<file path="src/diag_pkg.sv">
// Constants for the diagnostic live status and threshold register bank
// Summary of operation
// RULE1: Register 0x41 bit 7 shows channel 2 positive output short, live.
// RULE2: Register 0x41 bit 6 shows channel 2 negative output short, live.
// RULE3: Register 0x41 bit 5 shows positive-side driver virtual ground fault.
// RULE4: Register 0x41 bit 4 shows negative-side driver virtual ground fault.
// RULE5: Register 0x41 bit 0 shows regulator short; bits 3 to 1 read zero.
// RULE6: Register 0x42 bit 3 shows headset insertion, live.
// RULE7: Register 0x42 bit 2 shows headset removal, live.
// RULE8: Register 0x42 bit 1 shows headset hook button press, live.
// RULE9: Register 0x43 bit 7 shows analog input above upper threshold.
// RULE10: Register 0x43 bit 6 shows analog input below lower threshold.
// RULE11: Upper threshold code, 8-bit read/write, resets to 0xba.
// RULE12: Lower threshold code, 8-bit read/write, resets to 0x4b.
// RULE13: Bits 6 to 5 of 0x54 select supply filter, reset 2.
// RULE14: Bits 3 to 2 of 0x54 select battery filter, reset 2.
// RULE15: Software writes only reset values into reserved bits.
// RULE16: Each live event has a latched twin that clears once read; the code latches only the 0x42 and 0x43 bits.
// RULE17: Live bits follow the condition without latching; writes ignored.
// RULE18: Analog samples compare against threshold codes scaled by 16.
package diag_pkg;
  localparam logic [7:0] ADDR_HS_LATCH  = 8'h3a;
  localparam logic [7:0] ADDR_THR_LATCH = 8'h3b;
  localparam logic [7:0] ADDR_OUT_LIVE  = 8'h41;
  localparam logic [7:0] ADDR_HS_LIVE   = 8'h42;
  localparam logic [7:0] ADDR_THR_LIVE  = 8'h43;
  localparam logic [7:0] ADDR_UPPER     = 8'h4e;
  localparam logic [7:0] ADDR_LOWER     = 8'h4f;
  localparam logic [7:0] ADDR_FILTER    = 8'h54;
  localparam logic [7:0] ADDR_DATA_CFG  = 8'h55;
  localparam logic [7:0] RST_UPPER      = 8'hba;
  localparam logic [7:0] RST_LOWER      = 8'h4b;
  localparam logic [7:0] RST_FILTER     = 8'h48;
  localparam logic [7:0] RST_DATA_CFG   = 8'h00;
  localparam logic [7:0] FILTER_WMASK   = 8'h7f;
  localparam int         SUPPLY_LSB     = 5;
  localparam int         BATTERY_LSB    = 2;
  localparam int         HS_INS_BIT     = 3;
  localparam int         HS_REM_BIT     = 2;
  localparam int         HS_HOOK_BIT    = 1;
  localparam int         UP_BIT         = 7;
  localparam int         LOW_BIT        = 6;
  localparam int         THR_SHIFT      = 4;
endpackage : diag_pkg

</file>
<file path="src/diag_live_status_threshold_regs.sv">
// Live diagnostic status, latched events and threshold configuration bank
`timescale 1ns/100ps
module diag_live_status_threshold_regs (
  input  wire logic        core_clk,
  input  wire logic        rst,
  input  wire logic        ce,
  input  wire logic        ch2_pos_output_short,
  input  wire logic        ch2_neg_output_short,
  input  wire logic        pos_side_driver_vg_fault,
  input  wire logic        neg_side_driver_vg_fault,
  input  wire logic        regulator_short_live,
  input  wire logic        headset_insert,
  input  wire logic        headset_remove,
  input  wire logic        headset_hook,
  input  wire logic [11:0] general_analog_sample,
  input  wire logic        general_analog_valid,
  input  wire logic [7:0]  reg_addr,
  input  wire logic        reg_wr,
  input  wire logic [7:0]  reg_wdata,
  input  wire logic        reg_rd,
  output logic      [7:0]  reg_rdata,
  output logic             reg_rvalid,
  output logic      [1:0]  supply_filter_select,
  output logic      [1:0]  battery_filter_select,
  output logic      [7:0]  monitor_data_config
);
  typedef struct packed {
    logic [7:0] sync1;
    logic [7:0] sync2;
    logic       above;
    logic       below;
    logic [7:0] upper;
    logic [7:0] lower;
    logic [7:0] filt;
    logic [7:0] dcfg;
    logic [7:0] hs_latch;
    logic [7:0] thr_latch;
    logic [7:0] rdata;
    logic       rvalid;
  } state_t;

  localparam state_t RST_STATE = '{
    sync1:     8'h00,
    sync2:     8'h00,
    above:     1'b0,
    below:     1'b0,
    upper:     diag_pkg::RST_UPPER,
    lower:     diag_pkg::RST_LOWER,
    filt:      diag_pkg::RST_FILTER,
    dcfg:      diag_pkg::RST_DATA_CFG,
    hs_latch:  8'h00,
    thr_latch: 8'h00,
    rdata:     8'h00,
    rvalid:    1'b0
  };

  state_t     q;
  state_t     d;
  logic [7:0] out_live;
  logic [7:0] hs_live;
  logic [7:0] thr_live;
  logic [7:0] pins;
  logic [11:0] up_lim;
  logic [11:0] low_lim;

  // Pins are asynchronous to the control clock, so every one is synchronised
  assign pins = {ch2_pos_output_short, ch2_neg_output_short,
                 pos_side_driver_vg_fault, neg_side_driver_vg_fault,
                 regulator_short_live, headset_insert, headset_remove,
                 headset_hook};

  // Live views are pure wiring of current state, nothing is held
  always_comb begin
    out_live = {q.sync2[7:4], 3'h0, q.sync2[3]}; // RULE1 RULE2 RULE3 RULE4 RULE5 RULE17
    hs_live = 8'h00;
    hs_live[diag_pkg::HS_INS_BIT] = q.sync2[2]; // RULE6
    hs_live[diag_pkg::HS_REM_BIT] = q.sync2[1]; // RULE7
    hs_live[diag_pkg::HS_HOOK_BIT] = q.sync2[0]; // RULE8
    thr_live = 8'h00;
    thr_live[diag_pkg::UP_BIT] = q.above; // RULE9
    thr_live[diag_pkg::LOW_BIT] = q.below; // RULE10
  end

  // Codes are 8-bit; the sample is 12-bit, so codes move up four places
  assign up_lim  = 12'(q.upper) << diag_pkg::THR_SHIFT; // RULE18
  assign low_lim = 12'(q.lower) << diag_pkg::THR_SHIFT; // RULE18

  always_comb begin
    d = q;
    d.sync1 = pins;
    d.sync2 = q.sync1;
    if (general_analog_valid) begin
      d.above = general_analog_sample > up_lim; // RULE18
      d.below = general_analog_sample < low_lim; // RULE18
    end
    // Set wins over the clear on read, so no event is lost in that cycle
    d.hs_latch = q.hs_latch;
    d.thr_latch = q.thr_latch;
    if (reg_rd && reg_addr == diag_pkg::ADDR_HS_LATCH) begin
      d.hs_latch = 8'h00; // RULE16
    end
    if (reg_rd && reg_addr == diag_pkg::ADDR_THR_LATCH) begin
      d.thr_latch = 8'h00; // RULE16
    end
    d.hs_latch = d.hs_latch | hs_live; // RULE16
    d.thr_latch = d.thr_latch | thr_live; // RULE16
    if (reg_wr) begin
      // Live and latched registers are read-only; writes there fall away
      case (reg_addr)
        diag_pkg::ADDR_UPPER: begin
          d.upper = reg_wdata; // RULE11
        end
        diag_pkg::ADDR_LOWER: begin
          d.lower = reg_wdata; // RULE12
        end
        diag_pkg::ADDR_FILTER: begin
          d.filt = reg_wdata & diag_pkg::FILTER_WMASK; // RULE13 RULE14
        end
        diag_pkg::ADDR_DATA_CFG: begin
          d.dcfg = reg_wdata;
        end
        default: begin
          d.dcfg = q.dcfg; // RULE17
        end
      endcase
    end
    d.rvalid = reg_rd;
    if (reg_rd) begin
      case (reg_addr)
        diag_pkg::ADDR_HS_LATCH:  d.rdata = q.hs_latch;
        diag_pkg::ADDR_THR_LATCH: d.rdata = q.thr_latch;
        diag_pkg::ADDR_OUT_LIVE:  d.rdata = out_live;
        diag_pkg::ADDR_HS_LIVE:   d.rdata = hs_live;
        diag_pkg::ADDR_THR_LIVE:  d.rdata = thr_live;
        diag_pkg::ADDR_UPPER:     d.rdata = q.upper;
        diag_pkg::ADDR_LOWER:     d.rdata = q.lower;
        diag_pkg::ADDR_FILTER:    d.rdata = q.filt;
        diag_pkg::ADDR_DATA_CFG:  d.rdata = q.dcfg;
        default:                  d.rdata = 8'h00;
      endcase
    end
  end

  // Clock enable low freezes every flop, synchronisers included
  always_ff @(posedge core_clk) begin
    if (rst) begin
      q <= RST_STATE;
    end else if (ce) begin
      q <= d;
    end
  end

  assign reg_rdata             = q.rdata;
  assign reg_rvalid            = q.rvalid;
  assign supply_filter_select  = q.filt[diag_pkg::SUPPLY_LSB +: 2]; // RULE13
  assign battery_filter_select = q.filt[diag_pkg::BATTERY_LSB +: 2]; // RULE14
  assign monitor_data_config   = q.dcfg;
endmodule : diag_live_status_threshold_regs

</file>
<file path="config.mk">
export PLATFORM = sky130hd
export DESIGN_NAME = diag_live_status_threshold_regs
export DESIGN_NICKNAME = d
export VERILOG_FILES = /design/src/diag_pkg.sv /design/src/diag_live_status_threshold_regs.sv
export SDC_FILE = /design/constraint.sdc
export NUM_CORES = 1
export LEC_CHECK = 0
export BUFFER_PORTS_ARGS = -buffer_cell sky130_fd_sc_hd__buf_2
export CAP_MARGIN = 15
export CORE_ASPECT_RATIO = 0.6
export CORE_UTILIZATION = 48
export DETAILED_ROUTE_END_ITERATION = 8
export HOLD_SLACK_MARGIN = 0.02
export PLACE_DENSITY = 0.74
export SYNTH_ARGS = -nofsm -noshare
export SYNTH_HDL_FRONTEND = slang
export SYNTH_SLANG_ARGS = --single-unit
</file>
<file path="constraint.sdc">
create_clock -name core_clk -period 2.8 [get_ports core_clk]
set_clock_uncertainty 0.15 [all_clocks]
set_input_delay 0.56 -clock core_clk [delete_from_list [all_inputs] [get_ports core_clk]]
set_output_delay 0.56 -clock core_clk [all_outputs]
set_load 0.005 [all_outputs]
</file>
# Word level (Yosys, flattened, before mapping)
# Cells that the tools add are included.
[totals]
ff_bits = 74
inputBits = 42
[op_classes]
n_lt_le_gt_ge = 2
eq_ne = 9
n_mux = 3
bitwise_logic = 2
n_reduce_logical = 8
[op_table]
columns = ["operator", "count"]
rows = [
  ["8-bit case mux with 9 select lines", 1],
  ["8-bit by 7-bit equality test with 1-bit output (second input constant)", 7],
  ["8-bit by 6-bit equality test with 1-bit output (second input constant)", 2],
  ["8-bit 2-to-1 mux", 2],
  ["12-bit > comparator", 1],
  ["12-bit < comparator", 1],
  ["3-bit AND reduction", 4],
  ["8-bit by 4-bit bitwise OR with 8-bit output", 1],
  ["8-bit bitwise OR", 1],
  ["2-bit AND reduction", 2],
  ["1-bit logical AND", 2],
]

# Longest topological paths before layout
# Gate-level depths: netlist (run 1).
[logic_depth]
word_depth = 4
mapped_depth = 7
mapped_depth_nobuf = 7

# Worst setup path before layout (run 1)
# OpenSTA, ideal clock, no wires.
[synth_timing]
path_kind = "input to register"
start = "in reg_addr[5]"
end = "reg q (netlist bit battery_filter_select[1])"
setup_time_ns = 0.120
arrival_time_ns = 2.310
setup_slack_ns = 0.220
cell_stages = 7
path_buffers = 2
cell_sequence = "or4b_1 -> buf_2 -> or2_1 -> buf_6 -> nor4_4 -> nor2b_1 -> a211o_1"
[synth_between]
elab_chain_cells = 2
[synth_rtl]
columns = ["element", "line", "text"]
rows = [
  ["from (decl)", "diag_live_status_threshold_regs.sv:17", "input wire logic [7:0] reg_addr,"],
  ["8-bit by 7-bit equality test with 1-bit output", "diag_live_status_threshold_regs.sv:109", "case (reg_addr)"],
  ["3-bit AND reduction (no source line)", "n/a", ""],
  ["to (signal assigned)", "diag_live_status_threshold_regs.sv:147", "q <= RST_STATE;"],
  ["to (signal assigned)", "diag_live_status_threshold_regs.sv:149", "q <= d;"],
  ["to (decl)", "diag_live_status_threshold_regs.sv:57", "state_t q;"],
]
# Every way passes these cells.
# A chain may end at the register's enable or synchronous reset.

# Worst setup path in the final report (run 1)
[layout_timing]
start = "in reg_addr[5]"
end = "reg q (netlist bit reg_rdata[0])"
[layout_between]
elab_chain_cells = 2
[layout_rtl]
columns = ["element", "line", "text"]
rows = [
  ["8-bit by 7-bit equality test with 1-bit output or 8-bit by 6-bit equality test with 1-bit output (tied branches)", "diag_live_status_threshold_regs.sv:129", "case (reg_addr)"],
  ["8-bit case mux with 9 select lines *", "diag_live_status_threshold_regs.sv:129", ""],
]
# Every way passes the cells marked *; elsewhere a longest branch is shown, timed or not.

==> results.yml, run 1 <==
yosys:
  syn-cell-area_sq_mm: 0.00335
  synth_seq_cells: 63
  synth.avg_cell_area_sq_um: 9.07
  synth-edff-count: 0
  yosysWarnings: 0
  ys.flop_type: "dfxtp_1"
  synth_cells: 369
  seq_area_frac_synth_pct: 37.7
  synthAdderAreaFrac_pct: 5.61
  synth_top_family_by_area: "simple AND/OR/NAND/NOR gates"
  synthArstFlopShare_pct: 0
  muxShareOfSynthArea_pct: 14.2
  syn_nets: 426
  synth_simple_gate_area_share_pct: 18.6
  synth_xor_area_share_pct: 0.262
  synth-compound-area-share_pct: 14.6
  synthDistinctLibCells: 55
floorplan:
  core-area_sq_mm: 0.00671
  die_h_um: 66.7
  initial_core_util_pct: 49.9
  num_rows: 23
  io_pins: 63
  die_w_um: 110
  fp.dieArea_sq_mm: 0.00732
clock_tree:
  insertion_delay_ns: 0.33
  clock-sinks: 63
  cts_buffer_depth: 2
  ctsHoldBuffers: 0
  path_clk_slew_ns: 0.05
  cts_buffers: 9
  cts_setup_buffers: 0
  cts_resized: 0
  cts_root_buffer: "clkbuf_16"
  tritoncts: "done"
  cts.htree.levels: 3
sta:
  maxSlewHeadroom_pct: 45.6
  fin_crit_ns: 2.34
  finalSetupTns_ns: 0
  fin_crit_sh_pct: 83.5
  fmax_mhz: 428
  setup_slack_ns: 0.461
  rsz0062_at_grt: "no"
  hold_slack_ns: 0.311
  slew_viol_final: 0
  tightest_slew_ns: 0.816
  hold_viol: 0
  setup_viol: 0
routing:
  drc_errors: 0
  drtPass1Iterations: 5
  wl_met2_mm: 3.55
  routed.top_layer: "met4"
  routed-via-count: 2938
  wl_met3_um: 857
  vias_per_cell: 5.83
  wl_per_cell_um: 17.0
  wl_met1_mm: 4.11
  routed_wl_mm: 8.59
  drt_iter0_markers: 231
  ant_nets: 0
power_and_ir_drop:
  switching_share_pct: 21.3
  finalPower_w: 0.00226
  irDropWorstVdd_mv: 0.331
  intPower_w: 0.00177
  pwr-share-seq_pct: 40.9
  powerDensity_mw_per_mm2: 574
  total_leakage_power_nw: 1.78
  netSwitchingPower_w: 0.000481
  p_comb_share_pct: 7.3
  p_clk_share_pct: 51.8
setup_path:
  crit_fanout: 6
  crit_slowest_cell: "or4b_1"
  crit_type: "in -> reg"
  worstPathCellList: "buf_2, or4b_1, buf_4, nor4_1, nand2_1, and3_1, o31ai_1"
  cp-start-kind: "input pin"
  cp-end-kind: "flip-flop"
  cp.required_ns: 2.90
  cp.arrival_ns: 2.43
  slowest_delay_ns: 0.60
place:
  io_buffers: 62
  place_ws_ns: 0.175
  gp_congestion: 0.866
  dp_hpwl_mm: 6.38
layout:
  diodes: 0
  final_nets: 470
  final_util_pct: 58.6
  area_growth_pct: 17.5
  drive_gt1_share_pct: 23.0
  num-fill-cells: 589
status:
  status: "complete, no violations"
global_routing:
  grt.overflow.total: 0
  grt_pass1_wl_mm: 13.7
  grt_pass1_vias: 2727
  grt_max_degree: 46
  gr-usage-all-layers_pct: 25.8
  antenna_found_initial: 0
worst_hold_path:
  worstHoldPathType: "in -> reg"
job:
  max-cap-violations: 0
==> per-stage QoR <==
| step | std cells | area [sq um] |
|---|---|---|
| after floorplan | 369 | 3350 |
| after global placement | 489 | 3620 |
| after detailed placement | 489 | 3620 |
| after CTS | 504 | 3930 |
| after global routing | 504 | 3930 |
| final | 504 | 3930 |
==> metal layers <==
metal	global-route usage, %	up-vias
met1	36.0	1368
met4	7.50	0
met5	0	-
met2	36.3	156
li1	-	1405
met3	9.59	9
==> sequential cells by signal, indices dropped and copies added (netlist names) <==
name / flops
hs_live: 3
out_live: 5
reg_rvalid: 1
low_lim: 8
supply_filter_select: 2
reg_rdata: 8
battery_filter_select: 2
q: 18
d: 8
monitor_data_config: 8
==> critical path: cells and delay by family <==
family                 cells  cell delay (ns)
AO/OA/AOI/OAI              1             0.17
buffers and inverters      2             0.32
AND/OR/NAND/NOR            4             1.37
==> cells in the final DEF (no fill, tap or decap), drive strengths merged, types with 4 or more instances in the layout <==
cell type / Yosys / layout
dfxtp: 63 / 63
inv: 16 / 16
nor2: 54 / 54
a21o: 5 / 5
and3: 5 / 5
o21ai: 5 / 5
a211o: 12 / 12
nand4: 6 / 6
ha: 15 / 15
clkbuf: 13 / 11
a21oi: 5 / 5
o31ai: 4 / 4
nand3: 4 / 4
a211oi: 5 / 5
nor2b: 5 / 5
a221oi: 6 / 6
buf: 29 / 75
nor3: 6 / 6
a22oi: 7 / 7
nand2: 19 / 19
mux2i: 44 / 44
==> power groups by stage <==
stage / combinational (W) / sequential, W / clock (W)
finish: 0.000165 / 0.000923 / 0.00117
global route: 0.000182 / 0.000923 / 0.00124
CTS: 0.000163 / 0.000922 / 0.00119
detailed placement: 0.000162 / 0.000941 / 0
global placement: 0.000159 / 0.000940 / 0
floorplan: 0.0000961 / 0.000937 / 0
==> layout make-up <==
| class | instances | area, sq um | share of cell area [%] |
|---|---|---|---|
| clock inverters | 4 | 70.1 | 1.78 |
| well taps | 87 | 109 | 2.77 |
| repair buffers | 75 | 408 | 10.4 |
| multi-input cells | 248 | 1780 | 45.3 |
| inverters | 16 | 60.1 | 1.53 |
| flip-flops and latches | 63 | 1260 | 32.1 |
| clock buffers | 11 | 243 | 6.17 |
==> cells in the mapped netlist (all sizes together) (5+ instances only) <==
master	count	area share [%]
a211o	12	3.1
a211oi	5	1.1
a21o	5	1.1
a21oi	5	0.75
a221oi	6	1.6
a22oi	7	1.6
and3	5	0.93
buf	29	5.8
clkbuf	13	1.5
dfxtp	63	38
ha	15	5.6
inv	16	1.8
mux2i	44	13
nand2	19	2.1
nand4	6	1.3
nor2	54	6.1
nor2b	5	0.93
nor3	6	0.90
o21ai	5	0.75
==> final timing paths <==
check | start | to | slack, ns | depth (start not counted)
worst min register to register | q[57] | q[57] | 0.33 | 2
worst min-delay path | pos_side_driver_vg_fault | d[64] | 0.31 | 3
worst max-delay path | reg_addr[5] | reg_rdata[0] | 0.46 | 7
worst max register to register | q[49] | q[58] | 0.93 | 4
==> cell families (layout without fill, tap and decap cells) <==
kind of cell	count (synthesis)	after routing
xor+xnor	1	1
compound gates	63	63
fa+ha+maj	15	15
buf+inv	58	106
flops	63	63
mux	47	47
simple gates	122	122
(Power assumes the default switching activity.)
==> inputs of run 2 (changes only) <==
==> constraint.sdc (replaced) <==
create_clock -name core_clk -period 2.19 [get_ports core_clk]
set_clock_uncertainty 0.15 [all_clocks]
set_input_delay 0.438 -clock core_clk [delete_from_list [all_inputs] [get_ports core_clk]]
set_output_delay 0.438 -clock core_clk [all_outputs]
set_load 0.005 [all_outputs]
==> run 2 against run 1 <==
  * Routed wire length rose by 2.9%
  * Utilization rose by 2.9 points
  * First-iteration DRC count rose by 9.1%
  * Design area rose by 5.0%
  * Critical path depth fell by 1
  * Critical path type unchanged
==> results.yml, run 2 (synthesis results as in run 1) <==
power_and_ir_drop:
  switching_share_pct: 22.8
  p_comb_share_pct: 8.0
  irDropWorstVdd_mv: 0.673
  netSwitchingPower_w: 0.000678
  intPower_w: 0.00230
  powerDensity_mw_per_mm2: 722
  p_clk_share_pct: 52.5
  total_leakage_power_nw: 1.88
  finalPower_w: 0.00298
  pwr-share-seq_pct: 39.5
clock_tree:
  ctsHoldBuffers: 0
  cts_buffers: 9
  insertion_delay_ns: 0.34
  tritoncts: "done"
  cts_buffer_depth: 2
  cts_setup_buffers: 0
  cts_root_buffer: "clkbuf_16"
  clock-sinks: 63
  path_clk_slew_ns: 0.06
  cts.htree.levels: 3
  cts_resized: 0
floorplan:
  fp.dieArea_sq_mm: 0.00732
  io_pins: 63
  initial_core_util_pct: 49.9
  die_h_um: 66.7
  die_w_um: 110
  core-area_sq_mm: 0.00671
  num_rows: 23
layout:
  final_cell_mix: "63 x dfxtp_1, 62 x buf_2, 54 x nor2_1"
  regArea_sq_mm: 0.00126
  diodes: 0
  finalInstanceArea_sq_mm: 0.00413
  drive_gt1_share_pct: 27.6
  regMostFlops: "q"
  num-fill-cells: 583
  layout_commonest_cell: "dfxtp_1"
  instances_no_fill: 525
  largest_reg_flops: 18
  multi_input_area_sq_mm: 0.00180
  final_nets: 490
  area_growth_pct: 23.4
place:
  gp_congestion: 0.948
  dp_hpwl_mm: 6.79
  placed_cell_area_sq_mm: 0.00379
  place_ws_ns: -0.298
  numPlacedInstances: 509
  io_buffers: 62
worst_hold_path:
  worstHoldPathType: "in -> reg"
  hold_depth: 3
routing:
  routed_wl_mm: 8.84
  drtPass1Iterations: 5
  drt_iter0_markers: 252
  vias_per_cell: 5.68
  wl_per_cell_um: 16.8
  ant_nets: 0
  routed-via-count: 2983
  drc_errors: 0
global_routing:
  grt_pass1_vias: 2753
  grt_use_met2_pct: 37.0
  met3_usage_pct: 8.90
  met1_usage_pct: 36.0
  top_usage_layer: "met2"
  gr-usage-all-layers_pct: 25.8
  grt_pass1_wl_mm: 13.8
  antenna_found_initial: 0
  grt.overflow.total: 0
  grt_max_degree: 33
status:
  status: "complete, no violations"
sta:
  tightest_slew_ns: 0.714
  fin_crit_ns: 2.12
  rsz0062_at_grt: "no"
  maxSlewHeadroom_pct: 52.2
  hold_viol: 0
  setup_viol: 0
  slew_viol_final: 0
  hold_slack_ns: 0.183
  fin_crit_sh_pct: 97.0
  setup_slack_ns: 0.0659
  fmax_mhz: 471
setup_path:
  crit_type: "in -> reg"
  cp.arrival_ns: 2.21
  cp-end-kind: "flip-flop"
  cp.required_ns: 2.28
  crit_fanout: 6
  cp-start-kind: "input pin"
  worstRegToRegCells: 4
job:
  max-cap-violations: 0
==> run 2: area by class of cell <==
cell class	instances	share of cell area (%)
clock buffers	10	5.79
inverters	16	1.45
clock inverters	6	2.24
well taps	87	2.64
flip-flops and latches	63	30.5
repair buffers	95	13.8
multi-input cells	248	43.5
==> run 2: worst paths after layout <==
kind | slack [ns] | endpoint | start
min reg2reg | 0.31 | reg_rdata[7] | reg_rdata[7]
max | 0.07 | reg_rdata[2] | reg_addr[5]
max reg2reg | 0.33 | q[58] | q[49]
min | 0.18 | d[61] | headset_insert
==> run 2: power by group through the flow <==
stage | clock (W) | sequential (W) | combinational, W
floorplan | 0 | 0.00120 | 0.000124
global placement | 0 | 0.00120 | 0.000226
detailed placement | 0 | 0.00120 | 0.000233
CTS | 0.00159 | 0.00118 | 0.000234
global route | 0.00163 | 0.00118 | 0.000257
finish | 0.00157 | 0.00118 | 0.000237
==> run 2: per-stage QoR <==
step           util [%]  TNS, ns
2_1_floorplan         -    -2.26
3_3_place_gp       56.6    -2.96
3_5_place_dp       56.6    -4.13
4_1_cts            61.5        0
5_1_grt            61.6        0
6_report           61.6        0
==> run 2: worst max-delay path: stages <==
cell and delay (ns):
buf_2 0.11, or4b_4 0.56, or3_1 0.38, nand2_1 0.08
o211ai_1 0.27, a221oi_1 0.36
==> run 2: routing by layer <==
layer  wire, um  vias up
met5          0        -
met4         52        0
met3        837        8
met2       3670      119
met1       4280     1410
li1           -     1446
